`config.mk`:
```
export PLATFORM = sky130hd
export DESIGN_NAME = arc_stage_matrix_logic
export DESIGN_NICKNAME = d
export VERILOG_FILES = /design/src/arc_pkg.sv /design/src/pin_sync.sv /design/src/arc_stage_timer.sv /design/src/arc_stage_matrix_logic.sv
export SDC_FILE = /design/constraint.sdc
export NUM_CORES = 2
export LEC_CHECK = 0
export ABC_CLOCK_PERIOD_IN_PS = 7240
export BUFFER_PORTS_ARGS = -buffer_cell sky130_fd_sc_hd__buf_2
export CORE_ASPECT_RATIO = 1.5
export CORE_UTILIZATION = 42
export DETAILED_ROUTE_END_ITERATION = 8
export GPL_TIMING_DRIVEN = 0
export PLACE_DENSITY = 0.7
export SYNTH_ARGS = -nofsm -noshare
export SYNTH_HDL_FRONTEND = slang
export SYNTH_SLANG_ARGS = --single-unit
```
`constraint.sdc`:
```
create_clock -name pclk -period 7.24 [get_ports pclk]
set_input_delay 1.086 -clock pclk [delete_from_list [all_inputs] [get_ports pclk]]
set_output_delay 1.086 -clock pclk [all_outputs]
set_load 0.02 [all_outputs]
```
`src/arc_pkg.sv`:
```
package arc_pkg;

  // Clock and time base
  localparam int unsigned CLK_HZ         = 25_000_000;
  localparam int unsigned MS_PER_S       = 1000;
  localparam int unsigned MS_CYCLES_DFLT = CLK_HZ / MS_PER_S;
  localparam int unsigned HOLD_UNIT_MS   = 10;

  // Sizes
  localparam int unsigned NUM_STAGES  = 8;
  localparam int unsigned NUM_SENSORS = 10;
  localparam int unsigned NUM_VO      = 6;
  localparam int unsigned NUM_TRIP    = 4;
  localparam int unsigned NUM_OUT     = 5;
  localparam int unsigned CUR_SRC     = 9;
  localparam int unsigned LIGHT_SRC   = 17;
  localparam int unsigned EVT_SRC     = 20;

  // Current levels in hundredths of nominal
  localparam logic [9:0] PH_LVL_MIN  = 10'd50;
  localparam logic [9:0] PH_LVL_MAX  = 10'd800;
  localparam logic [9:0] PH_LVL_RST  = 10'd100;
  localparam logic [9:0] RES_LVL_MIN = 10'd10;
  localparam logic [9:0] RES_LVL_MAX = 10'd500;
  localparam logic [9:0] RES_LVL_RST = 10'd100;

  // Stage timing
  localparam logic [7:0] DELAY_RST = 8'd0;
  localparam logic [7:0] HOLD_MIN  = 8'd2;
  localparam logic [7:0] HOLD_RST  = 8'd2;

  // Register byte offsets
  localparam logic [7:0] OFS_CTRL      = 8'h00;
  localparam logic [7:0] OFS_STATUS    = 8'h04;
  localparam logic [7:0] OFS_PH_LVL    = 8'h08;
  localparam logic [7:0] OFS_RES_LVL   = 8'h0c;
  localparam logic [7:0] OFS_STAGE_EN  = 8'h10;
  localparam logic [7:0] OFS_TIMING    = 8'h20;
  localparam logic [7:0] OFS_MATRIX    = 8'h40;
  localparam logic [7:0] OFS_OUT_TRIP  = 8'h60;
  localparam logic [7:0] OFS_OUT_ALARM = 8'h64;
  localparam logic [7:0] OFS_EVT_ON    = 8'h70;
  localparam logic [7:0] OFS_EVT_OFF   = 8'h74;
  localparam logic [7:0] OFS_IRQ_STAT  = 8'h78;
  localparam logic [7:0] OFS_IRQ_MASK  = 8'h7c;

  // Field positions
  localparam int unsigned CTRL_INSTALL_BIT = 0;
  localparam int unsigned CTRL_SF_LINK_BIT = 1;
  localparam int unsigned CTRL_RELEASE_BIT = 2;
  localparam int unsigned MTX_LIGHT_LSB    = 9;
  localparam int unsigned TIM_HOLD_LSB     = 8;
  localparam int unsigned ALARM_LATCH_LSB  = 8;
  localparam int unsigned STAT_READY_BIT   = 0;
  localparam int unsigned STAT_SF_BIT      = 1;
  localparam int unsigned STAT_FLAG_LSB    = 2;
  localparam int unsigned STAT_TRIP_LSB    = 8;
  localparam int unsigned STAT_OUT_LSB     = 16;

  // Reset values
  localparam logic        SF_LINK_RST  = 1'b1;
  localparam logic [7:0]  STAGE_EN_RST = 8'h00;
  localparam logic [19:0] EVT_EN_RST   = 20'hfffff;

  typedef struct packed {
    logic [15:0] phase_a;
    logic [15:0] phase_b;
    logic [15:0] phase_c;
    logic [15:0] residual;
  } current_sample_t;

  typedef struct packed {
    logic [7:0] hold;
    logic [7:0] delay;
  } stage_timing_t;

  typedef enum logic [2:0] {
    ST_IDLE  = 3'b001,
    ST_DELAY = 3'b010,
    ST_TRIP  = 3'b100
  } stage_state_t;

  typedef enum logic [1:0] {
    INST_READY = 2'b01,
    INST_BUSY  = 2'b10
  } install_state_t;

endpackage : arc_pkg

```
`src/pin_sync.sv`:
```
`timescale 1ns/1ps
module pin_sync #(
  parameter int unsigned WIDTH = 1
) (
  input  wire logic             pclk,
  input  wire logic             presetn,
  input  wire logic [WIDTH-1:0] pin_in,
  output logic      [WIDTH-1:0] level_q
);
  logic [WIDTH-1:0] s1_q;
  logic [WIDTH-1:0] s2_q;
  logic [WIDTH-1:0] s3_q;

  always_ff @(posedge pclk or negedge presetn) begin
    if (!presetn) begin
      s1_q <= '0;
      s2_q <= '0;
      s3_q <= '0;
    end else begin
      s1_q <= pin_in;
      s2_q <= s1_q;
      s3_q <= s2_q;
    end
  end

  // Accept a change only once two stages agree
  generate
    for (genvar i = 0; i < WIDTH; i++) begin : g_bit
      always_ff @(posedge pclk or negedge presetn) begin
        if (!presetn) begin
          level_q[i] <= 1'b0;
        end else if (s2_q[i] == s3_q[i]) begin
          level_q[i] <= s3_q[i];
        end
      end
    end
  endgenerate
endmodule : pin_sync

```
`src/arc_stage_timer.sv`:
```
`timescale 1ns/1ps
module arc_stage_timer
  import arc_pkg::*;
(
  input  wire logic                 pclk,
  input  wire logic                 presetn,
  input  wire logic                 enable,
  input  wire logic                 active,
  input  wire logic                 ms_tick,
  input  wire arc_pkg::stage_timing_t timing,
  output logic                      trip_q
);
  stage_state_t state_q;
  logic [11:0]  ms_cnt_q;
  logic [11:0]  hold_ms;

  assign hold_ms = 12'(timing.hold) * 12'(HOLD_UNIT_MS);

  always_ff @(posedge pclk or negedge presetn) begin
    if (!presetn) begin
      state_q  <= ST_IDLE;
      ms_cnt_q <= '0;
      trip_q   <= 1'b0;
    end else if (!enable) begin
      state_q  <= ST_IDLE; // [RULE3]
      ms_cnt_q <= '0;
      trip_q   <= 1'b0;
    end else begin
      case (state_q)
        ST_IDLE: begin
          ms_cnt_q <= '0;
          if (active && timing.delay == 8'd0) begin
            state_q <= ST_TRIP;
            trip_q  <= 1'b1;
          end else if (active) begin
            state_q <= ST_DELAY;
          end
        end
        ST_DELAY: begin
          // Dropout restarts the delay
          if (!active) begin
            state_q  <= ST_IDLE;
            ms_cnt_q <= '0;
          end else if (ms_cnt_q >= 12'(timing.delay)) begin
            state_q  <= ST_TRIP; // [RULE4]
            trip_q   <= 1'b1;
            ms_cnt_q <= '0;
          end else if (ms_tick) begin
            ms_cnt_q <= ms_cnt_q + 12'd1;
          end
        end
        ST_TRIP: begin
          // Strict compare so hold never falls short
          if (ms_cnt_q > hold_ms && !active) begin
            state_q <= ST_IDLE; // [RULE5]
            trip_q  <= 1'b0;
            ms_cnt_q <= '0;
          end else if (ms_tick && ms_cnt_q <= hold_ms) begin
            ms_cnt_q <= ms_cnt_q + 12'd1;
          end
        end
        default: begin
          state_q <= ST_IDLE;
          trip_q  <= 1'b0;
        end
      endcase
    end
  end
endmodule : arc_stage_timer

```
`src/arc_stage_matrix_logic.sv`:
```
`timescale 1ns/1ps
// What this block does
// [RULE1] Phase flag when any phase exceeds level
// [RULE2] Residual flag when residual exceeds level
// [RULE3] Disabled stage never trips
// [RULE4] Enabled stage trips after programmable delay
// [RULE5] Trip holds for minimum hold time
// [RULE6] Self fault reaches relay when linked
// [RULE7] Install: busy until sensors link, then ready
// [RULE8] Current matrix links sources to stages
// [RULE9] Light matrix links sources to stages
// [RULE10] Both matrices selected: AND of results
// [RULE11] One matrix selected: that matrix alone
// [RULE12] Output matrix drives contacts, per-output latch
// [RULE13] Output links mirrored to route view
// [RULE14] Events logged only when enables set
// [RULE15] Configure latch on breaker trip outputs
// [RULE16] Delayed stage as breaker failure backup
// [RULE17] Latched output holds until release command
// [RULE18] Selections within one matrix are ORed
// [RULE19] Stage with no selections never activates
module arc_stage_matrix_logic
  import arc_pkg::*;
#(
  parameter int unsigned MS_CYCLES = arc_pkg::MS_CYCLES_DFLT
) (
  input  wire logic                      pclk,
  input  wire logic                      presetn,
  input  wire logic                      psel,
  input  wire logic                      penable,
  input  wire logic                      pwrite,
  input  wire logic [7:0]                paddr,
  input  wire logic [31:0]               pwdata,
  output logic      [31:0]               prdata,
  output logic                           pready,
  output logic                           pslverr,
  input  wire arc_pkg::current_sample_t  current_sample,
  input  wire logic [NUM_SENSORS-1:0]    light_sensor_pins,
  input  wire logic                      sensor_link_ok_pin,
  input  wire logic                      arc_selfdiag_fault_pin,
  input  wire logic                      network_input_signal,
  input  wire logic [NUM_VO-1:0]         virtual_outputs,
  output logic [NUM_TRIP-1:0]            trip_contact_outputs,
  output logic                           alarm_contact_output,
  output logic                           self_fault_relay,
  output logic                           sensor_enum_req,
  output logic [NUM_STAGES*NUM_OUT-1:0]  general_route,
  output logic [EVT_SRC-1:0]             event_on,
  output logic [EVT_SRC-1:0]             event_off,
  output logic                           irq
);

  // Register state
  logic                          sf_link_q;
  logic [9:0]                    ph_lvl_q;
  logic [9:0]                    res_lvl_q;
  logic [NUM_STAGES-1:0]         stage_en_q;
  stage_timing_t                 timing_q [NUM_STAGES];
  logic [CUR_SRC+LIGHT_SRC-1:0]  matrix_q [NUM_STAGES];
  logic [31:0]                   out_trip_q;
  logic [NUM_STAGES-1:0]         out_alarm_q;
  logic [NUM_OUT-1:0]            out_latch_q;
  logic [EVT_SRC-1:0]            evt_on_en_q;
  logic [EVT_SRC-1:0]            evt_off_en_q;
  logic [EVT_SRC-1:0]            irq_stat_q;
  logic [EVT_SRC-1:0]            irq_mask_q;
  install_state_t                inst_q;

  // Datapath state
  logic                          ph_flag_q;
  logic                          res_flag_q;
  logic [NUM_SENSORS-1:0]        light_s;
  logic                          link_ok_s;
  logic                          selfdiag_s;
  logic [NUM_STAGES-1:0]         stage_trip;
  logic [NUM_STAGES-1:0]         stage_act;
  logic [NUM_OUT-1:0]            out_drive;
  logic [NUM_OUT-1:0]            latched_q;
  logic [NUM_STAGES*NUM_OUT-1:0] out_sel;
  logic [EVT_SRC-1:0]            evt_now;
  logic [EVT_SRC-1:0]            evt_prev_q;
  logic [EVT_SRC-1:0]            evt_on_d;
  logic [EVT_SRC-1:0]            evt_off_d;
  logic [15:0]                   ms_div_q;
  logic                          ms_tick_q;

  // APB decode
  logic                          wr_acc;
  logic                          rd_acc;
  logic                          setup;
  logic [31:0]                   rdata_d;
  logic                          err_d;
  logic                          release_cmd;
  logic                          install_cmd;

  function automatic logic in_array(input logic [7:0] a, input logic [7:0] base);
    return (a >= base) && (a < base + 8'(4 * NUM_STAGES)) && (a[1:0] == 2'b00);
  endfunction : in_array

  function automatic logic [9:0] clamp_lvl(input logic [9:0] v, input logic [9:0] lo, input logic [9:0] hi);
    return (v < lo) ? lo : ((v > hi) ? hi : v);
  endfunction : clamp_lvl

  assign setup       = psel && !penable;
  assign wr_acc      = psel && penable && pwrite;
  assign rd_acc      = psel && penable && !pwrite;
  assign release_cmd = wr_acc && paddr == OFS_CTRL && pwdata[CTRL_RELEASE_BIT];
  assign install_cmd = wr_acc && paddr == OFS_CTRL && pwdata[CTRL_INSTALL_BIT];
  assign out_sel     = {out_alarm_q, out_trip_q};

  pin_sync #(.WIDTH(NUM_SENSORS + 2)) u_sync (
    .pclk    (pclk),
    .presetn (presetn),
    .pin_in  ({sensor_link_ok_pin, arc_selfdiag_fault_pin, light_sensor_pins}),
    .level_q ({link_ok_s, selfdiag_s, light_s})
  );

  // Shared 1 ms tick
  always_ff @(posedge pclk or negedge presetn) begin
    if (!presetn) begin
      ms_div_q  <= '0;
      ms_tick_q <= 1'b0;
    end else if (ms_div_q == 16'(MS_CYCLES - 1)) begin
      ms_div_q  <= '0;
      ms_tick_q <= 1'b1;
    end else begin
      ms_div_q  <= ms_div_q + 16'd1;
      ms_tick_q <= 1'b0;
    end
  end

  // Writes land in the access phase
  always_ff @(posedge pclk or negedge presetn) begin
    if (!presetn) begin
      sf_link_q    <= SF_LINK_RST;
      ph_lvl_q     <= PH_LVL_RST;
      res_lvl_q    <= RES_LVL_RST;
      stage_en_q   <= STAGE_EN_RST;
      out_trip_q   <= '0;
      out_alarm_q  <= '0;
      out_latch_q  <= '0;
      evt_on_en_q  <= EVT_EN_RST;
      evt_off_en_q <= EVT_EN_RST;
      irq_mask_q   <= '0;
      for (int i = 0; i < NUM_STAGES; i++) begin
        timing_q[i] <= '{hold: HOLD_RST, delay: DELAY_RST};
        matrix_q[i] <= '0;
      end
    end else if (wr_acc) begin
      if (paddr == OFS_CTRL) begin
        sf_link_q <= pwdata[CTRL_SF_LINK_BIT];
      end else if (paddr == OFS_PH_LVL) begin
        ph_lvl_q <= clamp_lvl(pwdata[9:0], PH_LVL_MIN, PH_LVL_MAX);
      end else if (paddr == OFS_RES_LVL) begin
        res_lvl_q <= clamp_lvl(pwdata[9:0], RES_LVL_MIN, RES_LVL_MAX);
      end else if (paddr == OFS_STAGE_EN) begin
        stage_en_q <= pwdata[NUM_STAGES-1:0];
      end else if (in_array(paddr, OFS_TIMING)) begin
        timing_q[paddr[4:2]].delay <= pwdata[7:0];
        timing_q[paddr[4:2]].hold  <= (pwdata[15:8] < HOLD_MIN) ? HOLD_MIN : pwdata[15:8];
      end else if (in_array(paddr, OFS_MATRIX)) begin
        matrix_q[paddr[4:2]] <= pwdata[CUR_SRC+LIGHT_SRC-1:0];
      end else if (paddr == OFS_OUT_TRIP) begin
        out_trip_q <= pwdata;
      end else if (paddr == OFS_OUT_ALARM) begin
        out_alarm_q <= pwdata[NUM_STAGES-1:0];
        out_latch_q <= pwdata[ALARM_LATCH_LSB +: NUM_OUT];
      end else if (paddr == OFS_EVT_ON) begin
        evt_on_en_q <= pwdata[EVT_SRC-1:0];
      end else if (paddr == OFS_EVT_OFF) begin
        evt_off_en_q <= pwdata[EVT_SRC-1:0];
      end else if (paddr == OFS_IRQ_MASK) begin
        irq_mask_q <= pwdata[EVT_SRC-1:0];
      end
    end
  end

  // Read mux
  always_comb begin
    rdata_d = '0;
    err_d   = 1'b0;
    if (paddr == OFS_CTRL) begin
      rdata_d[CTRL_SF_LINK_BIT] = sf_link_q;
    end else if (paddr == OFS_STATUS) begin
      rdata_d[STAT_READY_BIT] = (inst_q == INST_READY);
      rdata_d[STAT_SF_BIT] = selfdiag_s;
      rdata_d[STAT_FLAG_LSB +: 2] = {res_flag_q, ph_flag_q};
      rdata_d[STAT_TRIP_LSB +: NUM_STAGES] = stage_trip;
      rdata_d[STAT_OUT_LSB +: NUM_OUT] = {alarm_contact_output, trip_contact_outputs};
    end else if (paddr == OFS_PH_LVL) begin
      rdata_d[9:0] = ph_lvl_q;
    end else if (paddr == OFS_RES_LVL) begin
      rdata_d[9:0] = res_lvl_q;
    end else if (paddr == OFS_STAGE_EN) begin
      rdata_d[NUM_STAGES-1:0] = stage_en_q;
    end else if (in_array(paddr, OFS_TIMING)) begin
      rdata_d[15:0] = timing_q[paddr[4:2]];
    end else if (in_array(paddr, OFS_MATRIX)) begin
      rdata_d[CUR_SRC+LIGHT_SRC-1:0] = matrix_q[paddr[4:2]];
    end else if (paddr == OFS_OUT_TRIP) begin
      rdata_d = out_trip_q;
    end else if (paddr == OFS_OUT_ALARM) begin
      rdata_d[NUM_STAGES-1:0] = out_alarm_q;
      rdata_d[ALARM_LATCH_LSB +: NUM_OUT] = out_latch_q;
    end else if (paddr == OFS_EVT_ON) begin
      rdata_d[EVT_SRC-1:0] = evt_on_en_q;
    end else if (paddr == OFS_EVT_OFF) begin
      rdata_d[EVT_SRC-1:0] = evt_off_en_q;
    end else if (paddr == OFS_IRQ_STAT) begin
      rdata_d[EVT_SRC-1:0] = irq_stat_q;
    end else if (paddr == OFS_IRQ_MASK) begin
      rdata_d[EVT_SRC-1:0] = irq_mask_q;
    end else begin
      err_d = 1'b1;
    end
  end

  // Zero wait: answer registered from setup
  always_ff @(posedge pclk or negedge presetn) begin
    if (!presetn) begin
      prdata  <= '0;
      pslverr <= 1'b0;
      pready  <= 1'b0;
    end else begin
      prdata  <= (setup && !pwrite) ? rdata_d : '0;
      pslverr <= setup && err_d;
      pready  <= setup;
    end
  end

  // Overcurrent flags
  always_ff @(posedge pclk or negedge presetn) begin
    if (!presetn) begin
      ph_flag_q  <= 1'b0;
      res_flag_q <= 1'b0;
    end else begin
      ph_flag_q  <= (current_sample.phase_a > 16'(ph_lvl_q)) ||
                    (current_sample.phase_b > 16'(ph_lvl_q)) ||
                    (current_sample.phase_c > 16'(ph_lvl_q)); // [RULE1]
      res_flag_q <= current_sample.residual > 16'(res_lvl_q); // [RULE2]
    end
  end

  // Matrix correlation and stage timers
  generate
    for (genvar s = 0; s < NUM_STAGES; s++) begin : g_stage
      logic [CUR_SRC-1:0]   cur_sel;
      logic [LIGHT_SRC-1:0] light_sel;
      logic                 cur_hit;
      logic                 light_hit;
      assign cur_sel   = matrix_q[s][CUR_SRC-1:0];
      assign light_sel = matrix_q[s][MTX_LIGHT_LSB +: LIGHT_SRC];
      assign cur_hit   = |(cur_sel & {virtual_outputs, network_input_signal, res_flag_q, ph_flag_q}); // [RULE8] [RULE18]
      assign light_hit = |(light_sel & {virtual_outputs, network_input_signal, light_s}); // [RULE9] [RULE18]
      // Empty columns never fire
      assign stage_act[s] = (|cur_sel || |light_sel) && // [RULE19]
                            (!(|cur_sel) || cur_hit) && // [RULE10] [RULE11]
                            (!(|light_sel) || light_hit); // [RULE10] [RULE11]

      arc_stage_timer u_timer (
        .pclk    (pclk),
        .presetn (presetn),
        .enable  (stage_en_q[s]),
        .active  (stage_act[s]),
        .ms_tick (ms_tick_q),
        .timing  (timing_q[s]),
        .trip_q  (stage_trip[s])
      );
    end

    for (genvar o = 0; o < NUM_OUT; o++) begin : g_out
      logic [NUM_STAGES-1:0] sel;
      assign sel          = out_sel[o*NUM_STAGES +: NUM_STAGES];
      assign out_drive[o] = |(sel & stage_trip); // [RULE12]

      always_ff @(posedge pclk or negedge presetn) begin
        if (!presetn) begin
          latched_q[o] <= 1'b0;
        end else if (out_latch_q[o] && out_drive[o]) begin
          latched_q[o] <= 1'b1; // [RULE17]
        end else if (release_cmd || !out_latch_q[o]) begin
          latched_q[o] <= 1'b0; // [RULE17]
        end
      end
    end
  endgenerate

  always_ff @(posedge pclk or negedge presetn) begin
    if (!presetn) begin
      trip_contact_outputs <= '0;
      alarm_contact_output <= 1'b0;
      general_route        <= '0;
      self_fault_relay     <= 1'b0;
    end else begin
      trip_contact_outputs <= out_drive[NUM_TRIP-1:0] | latched_q[NUM_TRIP-1:0]; // [RULE12]
      alarm_contact_output <= out_drive[NUM_TRIP] | latched_q[NUM_TRIP]; // [RULE12]
      general_route        <= out_sel; // [RULE13]
      self_fault_relay     <= selfdiag_s && sf_link_q; // [RULE6]
    end
  end

  // Sensor installation
  always_ff @(posedge pclk or negedge presetn) begin
    if (!presetn) begin
      inst_q          <= INST_READY;
      sensor_enum_req <= 1'b0;
    end else begin
      case (inst_q)
        INST_READY: begin
          if (install_cmd) begin
            inst_q          <= INST_BUSY; // [RULE7]
            sensor_enum_req <= 1'b1;
          end
        end
        INST_BUSY: begin
          if (link_ok_s) begin
            inst_q          <= INST_READY; // [RULE7]
            sensor_enum_req <= 1'b0;
          end
        end
        default: begin
          inst_q          <= INST_READY;
          sensor_enum_req <= 1'b0;
        end
      endcase
    end
  end

  // Events and interrupt
  assign evt_now   = {stage_trip, light_s, res_flag_q, ph_flag_q};
  assign evt_on_d  = evt_now & ~evt_prev_q & evt_on_en_q; // [RULE14]
  assign evt_off_d = ~evt_now & evt_prev_q & evt_off_en_q; // [RULE14]

  always_ff @(posedge pclk or negedge presetn) begin
    if (!presetn) begin
      evt_prev_q <= '0;
      event_on   <= '0;
      event_off  <= '0;
    end else begin
      evt_prev_q <= evt_now;
      event_on   <= evt_on_d;
      event_off  <= evt_off_d;
    end
  end

  // Set wins over clearing read
  always_ff @(posedge pclk or negedge presetn) begin
    if (!presetn) begin
      irq_stat_q <= '0;
    end else if (rd_acc && paddr == OFS_IRQ_STAT) begin
      irq_stat_q <= evt_on_d | evt_off_d;
    end else begin
      irq_stat_q <= irq_stat_q | evt_on_d | evt_off_d;
    end
  end

  always_ff @(posedge pclk or negedge presetn) begin
    if (!presetn) begin
      irq <= 1'b0;
    end else begin
      irq <= |(irq_stat_q & irq_mask_q);
    end
  end

endmodule : arc_stage_matrix_logic

```
# After elaboration in Yosys (flattened, before gate mapping)
# Cells that the tools add are included.
# totals
word_cells	796
regBits	834
output_inout_bits	122
in_bits	128
# classes
n_lt_le_gt_ge	39
add_sub_neg	9
mul	8
bitwise	44
eq_ne	123
reduce_logical	212
mux	265
# ops
cell	count
$mux W12	56
$mux W20	15
$pmux W12 S3	8
$reduce_or A17 Y1	16
$mux W26	10
$bwmux W128	2
$bwmux W208	1
$mux W16	11
$mux W3	48
$reduce_or A9 Y1	16
$and A17 B17 Y17	8
$and A20 B20 Y20	5
$add A12 B1 Y12 const B	8
$demux W16 S3	2
$ge A12 B8 Y1	8
$gt A12 B12 Y1	8
$le A12 B12 Y1	8
$ne A3 B2 Y1 const B	32
$mul A8 B3 Y11 const B	8
$bmux W26 S3	1
$demux W26 S3	1
$and A9 B9 Y9	8
$logic_not A8 Y1	9
$pmux W3 S3	8
71 further kinds	403

# Logic depth before layout (Yosys ltp)
# depth
ltp_word	35
ltp_mapped	21
depth_no_buf	19

# By module
# From an unflattened synthesis, not the netlist that was laid out.
# hier_totals
cells_unflattened	4186
hier_area_um2	46457.1
# modules_own_cells
mod	cells_each	area_each_um2	n_inst
arc_stage_matrix_logic	2429	30927.2	1
arc_stage_timer at g_stage[1].u_timer ...	213	1757.9	5
arc_stage_timer at g_stage[7].u_timer	216	1823.0	1
arc_stage_timer at g_stage[0].u_timer	205	1801.7	1
arc_stage_timer at g_stage[6].u_timer	211	1779.2	1
pin_sync	60	1336.3	1

# Worst setup path before layout
# OpenSTA, ideal clock, no wires.
# synth_timing
path_type	reg2reg
startpoint	reg timing_q[89] in the netlist's numbering
endpoint	reg g_stage[2].u_timer.ms_cnt_q[10]
synth_period_minus_slack_ns	4.183
setup_ns	0.078
arrival_time_ns	4.105
stages_incl_launch_ff	20
path_buffers	0
path_slack_ns	3.057
cell_sequence	dfstp_2 ha_1 ha_1 inv_1 fa_1 inv_1 a21oi_1 o21bai_1 a21o_1 a21oi_1 xor2_1 ha_1 nand2_1 o21ai_1 or4_4 and3_1 a221oi_4 nand4_2 or4_1 a21boi_1
# synth_between
elab_chain_len	6
# synth_rtl
item	line	source
start: declaration	arc_stage_matrix_logic.sv:58	stage_timing_t timing_q [NUM_STAGES];
start signal: indexed assignment	arc_stage_matrix_logic.sv:146	timing_q[i] <= '{hold: HOLD_RST, delay: DELAY_RST};
$mul A8 B3 Y11 (*)	arc_stage_timer.sv:17	assign hold_ms = 12'(timing.hold) * 12'(HOLD_UNIT_MS);
$gt A12 B12 Y1	arc_stage_timer.sv:54	if (ms_cnt_q > hold_ms && !active) begin
$logic_and A1 B1 Y1	arc_stage_timer.sv:54	
$mux W12	arc_stage_timer.sv:54	
$pmux W12 S3	arc_stage_timer.sv:29	case (state_q)
$mux W12	arc_stage_timer.sv:24	end else if (!enable) begin
end signal: assignment	arc_stage_timer.sv:49	ms_cnt_q <= ms_cnt_q + 12'd1;
end signal: assignment	arc_stage_timer.sv:59	ms_cnt_q <= ms_cnt_q + 12'd1;
end: declaration	arc_stage_timer.sv:14	logic [11:0] ms_cnt_q;
# Every way passes the cells marked *; elsewhere a longest branch is shown, timed or not.
# A chain may end at the register's enable or synchronous reset.

# Worst setup path in the final report
# layout_timing
startpoint	reg timing_q[105] in the netlist's numbering
endpoint	reg g_stage[1].u_timer.ms_cnt_q[9]
# layout_between
elab_chain_len	6
# layout_rtl
item	line
$mul A8 B3 Y11 (*)	arc_stage_timer.sv:17
$gt A12 B12 Y1	arc_stage_timer.sv:54
$logic_and A1 B1 Y1	arc_stage_timer.sv:54
$mux W12	arc_stage_timer.sv:54
$pmux W12 S3	arc_stage_timer.sv:29
$mux W12	arc_stage_timer.sv:24
end signal: assignment	arc_stage_timer.sv:49
end signal: assignment	arc_stage_timer.sv:59
end: declaration	arc_stage_timer.sv:14
# Marked as above.

==> flow_summary.yaml <==
synth:
  ys.warnings.count: 0
  synth_seq_cells: 833
  synth_cell_type_count: 99
  yosys-top-cells-area: "dfrtp_1, mux2_2, ha_1"
  synthMuxAreaShare_pct: 14.13
  synth_nets: 4493
  synth_top_family_by_area: "multiplexers"
  yosysSeqAreaShare_pct: 46.50
  syn-cell-area_um2: 45000
  synth_compound_area_share_pct: 13.17
  avgSynthCellArea_um2: 11.08
  async_flop_share_pct: 100.0
  synthSimpleGateAreaFrac_pct: 12.10
  yosys.area_share.xor_xnor_pct: 1.907
  synth_top_area_share_pct: 42.76
  syn_inst: 4060
  synth_edf_count: 0
  synth_flop_cell: "dfrtp_1"
  yosysTopAreaCell: "dfrtp_1"
  synthAdderAreaFrac_pct: 8.881
placement:
  pre_cts_ws_ns: 2.175
  place_hpwl_um: 132500
  dpl-instance-area_um2: 48170
  port_buffers: 234
  place_congestion: 1.010
routing:
  finalWirelength_um: 175200
  avgRoutedWirePerCell_um: 29.89
  via_count: 37098
  drc: 5
  drtAntennaViolNets: 0
  drtPass1Iterations: 9
  vias_per_cell: 6.327
  drt_iter0_markers: 4046
global_routing:
  antenna_found_initial: 10
  grt_max_degree: 127
  grtUsageTotal_pct: 32.13
  grt_overflow: 0
  grt_pass1_wl_um: 253400
  grt_pass1_vias: 37043
worst_setup_path:
  cp_data_required_time_ns: 7.86
  timing.critical_path.cells: "ha_1 -> ha_1 -> inv_1 -> fa_1 -> inv_1 -> a21oi_1 -> o21bai_1 -> a21o_1 -> a21oi_1 -> xor2_1 -> ha_1 -> nand4_1 -> a211oi_1 -> a2111oi_0 -> o21a_1 -> o22ai_2 -> nor2b_1 -> or4_1 -> nand2_1"
  worstPathMaxFanout: 8
  cp_num_buf_inv: 2
  cp-end-kind: "flip-flop"
  cp_slowest_cell: "a2111oi_0"
  crit_arrival_ns: 5.33
  startpoint_type: "flip-flop"
  slowest_delay_ns: 0.73
  critPathTopFamily: "compound AO/OA/AOI/OAI gates"
  worst_path_most_repeated_cell: "ha_1"
  critical_path_class: "flip-flop to flip-flop"
power_and_ir_drop:
  clockPowerShare_pct: 43.8
  p_seq_share_pct: 46.7
  powerDensity_nw_per_um2: 205.2
  comb_power_share_pct: 9.5
  p_leak_nw: 24.57
  finalPower_w: 0.01047
  ir_worst_vdd_v: 0.0001822
  switching_share_pct: 27.19
  power.switching_w: 0.002848
  p_int_w: 0.007626
sta:
  worst_slew_pin_slew_ns: 1.575
  slew_violations: 20
  max_freq_mhz: 212.4
  layout_min_cycle_time_ns: 4.708
  skew_ns: 0.03155
  hold_viol_final: 0
  post-route-period-util_pct: 65.03
  grt_setup_unrepaired: "no"
  relSlewSlack_pct: -5.018
  worst_slack_ns: 2.532
  tns_ns: 0
  finalSetupViolCount: 0
final_layout:
  utilization_pct: 48.17
  regArea_um2: 20930
  n_fill_cell: 9588
  drive_above_1_share_pct: 21.86
  postLayoutCellArea_um2: 51040
  area_growth_syn_to_layout_pct: 13.41
  multi_input_area_um2: 22590
  fin_nets: 4820
status:
  status: "finished with violations"
  failed_checks: "DRC, capacitance limit, slew limit"
hold_path:
  hold_path_class: "primary input to asynchronous set/reset pin"
clock_tree:
  cts_tree: "done"
  clock_sinks: 833
  holdBufCountCts: 0
  cts_repair_resize_count: 0
  post-cts-setup-buffers: 0
  cts.htree.levels: 3
  worstSkewPairLatency_ns: 0.70
  clockRootBuffer: "clkbuf_16"
  numCtsBuffers: 81
  cts_buffer_depth: 3
  cts.reportedPaths.clkPinSlew_ns: 0.07
floorplanning:
  start_util_pct: 42.47
  fp.coreArea_um2: 106000
  die_x_um: 269.3
  die_h_um: 402.9
  fp.dieArea_um2: 108500
  num_io_pins: 250
  rows: 146
flow_run:
  cap_viol_max_count: 2
## per-layer routing
| metal | track usage (%) | up-vias | wire (um) |
|---|---|---|---|
| li1 | - | 15758 | - |
| met1 | 35.14 | 18600 | 60290 |
| met2 | 53.63 | 2021 | 83500 |
| met3 | 6.234 | 713 | 13740 |
| met4 | 27.52 | 6 | 17660 |
| met5 | 0 | - | 40 |
## Yosys cell counts (12+ instances only)
cell type  instances
a21oi_1          157
a211o_1           31
a211oi_1          32
o21ai_0          219
xor2_1            66
nor2_1           211
nand2_1          303
maj3_1            12
and3_1            51
dfrtp_1          769
a31oi_1           30
and2_1            15
inv_1            189
a21boi_0          12
a21o_1            34
or3_1             34
and3b_1           21
or2_2             12
nor3_1            61
nor4_1            61
dfstp_2           64
a222oi_1          26
nand2b_1          30
o211ai_1          20
buf_2             31
o21bai_1          17
a221oi_1          30
o21a_1            26
o22ai_1           20
nand3_1           74
a22oi_1           96
nand4_1           85
buf_1             27
or4_1             22
a22o_1            26
mux2i_1           29
ha_1             297
clkbuf_1         132
mux4_2            85
o31ai_1           18
nor2b_1           43
xnor2_1           32
mux2_2           369
## worst register-to-register path: cells and delay by family (launching register included)
kind / cells / cell delay (ns)
compound gates: 8 / 1.85
flops: 1 / 0.57
xor+xnor: 1 / 0.17
buf+inv: 2 / 0.12
fa+ha+maj: 4 / 0.91
simple gates: 4 / 1.02
## through the flow
step	std cells	hold WS, ns
after floorplan	4060	0.3312
after detailed placement	5709	0.3387
after global routing	5858	0.1948
final	5863	0.1938
after CTS	5857	0.1689
after global placement	5700	0.3317
## layout make-up
| cell class | count | area share [%] |
|---|---|---|
| Multi-Input combinational cell | 2845 | 44.26 |
| Sequential cell | 833 | 41.00 |
| Clock buffer | 109 | 4.455 |
| Tap cell | 1406 | 3.447 |
| Timing Repair Buffer | 244 | 2.790 |
| Buffer | 193 | 1.532 |
| Inverter | 189 | 1.390 |
| Clock inverter | 39 | 1.103 |
| Antenna cell | 5 | 0.02452 |
## power groups by stage
stage	registers [W]	logic (W)	clock network (W)
2_1_floorplan	0.00491	0.000499	0
3_3_place_gp	0.00497	0.000942	0
3_5_place_dp	0.00497	0.000971	0
4_1_cts	0.00488	0.000975	0.00463
5_1_grt	0.00489	0.00106	0.00479
6_report	0.00489	0.000997	0.00459
## path summary, 6_finish.rpt
check                                          start                                          to  slack (ns)  cells after the start
max in group asynchronous                    presetn                       ms_div_q[2]$_DFF_PN0_        5.09                      4
min in group pclk           u_sync.s1_q[2]$_DFF_PN0_                    u_sync.s2_q[2]$_DFF_PN0_        0.35                      0
setup reg to reg           timing_q[105]$_DFFE_PN1P_  g_stage[1].u_timer.ms_cnt_q[9]$_DFFE_PN0P_        2.53                     19
setup / recovery           timing_q[105]$_DFFE_PN1P_  g_stage[1].u_timer.ms_cnt_q[9]$_DFFE_PN0P_        2.53                     19
hold reg to reg             u_sync.s1_q[2]$_DFF_PN0_                    u_sync.s2_q[2]$_DFF_PN0_        0.35                      0
hold / removal                               presetn  g_stage[5].u_timer.ms_cnt_q[8]$_DFFE_PN0P_        0.19                      1
## state kept, by name, summed over array words and instances (netlist names), 16 cells and up
signal                    flops
g_stage.u_timer.state_q      24
evt_on_en_q                  20
out_trip_q                   32
g_stage.cur_sel              72
g_stage.light_sel           136
irq_stat_q                   20
prdata                       32
ms_div_q                     16
evt_off_en_q                 20
irq_mask_q                   20
timing_q                    128
evt_prev_q                   20
g_stage.u_timer.ms_cnt_q     96
general_route                40
event_on                     20
event_off                    20
## cells by family after synthesis
group	Yosys count
and+or+nand+nor	1072
AOI/OAI and AO/OA	875
DFF	833
muxes	483
buffers and inverters	382
adders and majority gates	317
xor gates and xnor gates	98
## cell usage in the layout (no fill, tap or decap), types with 32 or more instances in the layout
| cell | Yosys | layout |
|---|---|---|
| a22oi_1 | 96 | 96 |
| xor2_1 | 66 | 66 |
| mux4_2 | 85 | 85 |
| a211oi_1 | 32 | 32 |
| buf_2 | 31 | 264 |
| ha_1 | 297 | 297 |
| nor2b_1 | 43 | 43 |
| and3_1 | 51 | 51 |
| nor4_1 | 61 | 61 |
| dfstp_2 | 64 | 64 |
| nand4_1 | 85 | 85 |
| xnor2_1 | 32 | 32 |
| clkbuf_1 | 132 | 147 |
| clkbuf_16 | 0 | 82 |
| nand3_1 | 74 | 74 |
| mux2_2 | 369 | 369 |
| a21o_1 | 34 | 34 |
| nand2_1 | 303 | 303 |
| a21oi_1 | 157 | 156 |
| nor2_1 | 211 | 211 |
| inv_1 | 189 | 189 |
| dfrtp_1 | 769 | 769 |
| or3_1 | 34 | 34 |
| nor3_1 | 61 | 61 |
| o21ai_0 | 219 | 219 |
Power figures use the tool's default switching activity.
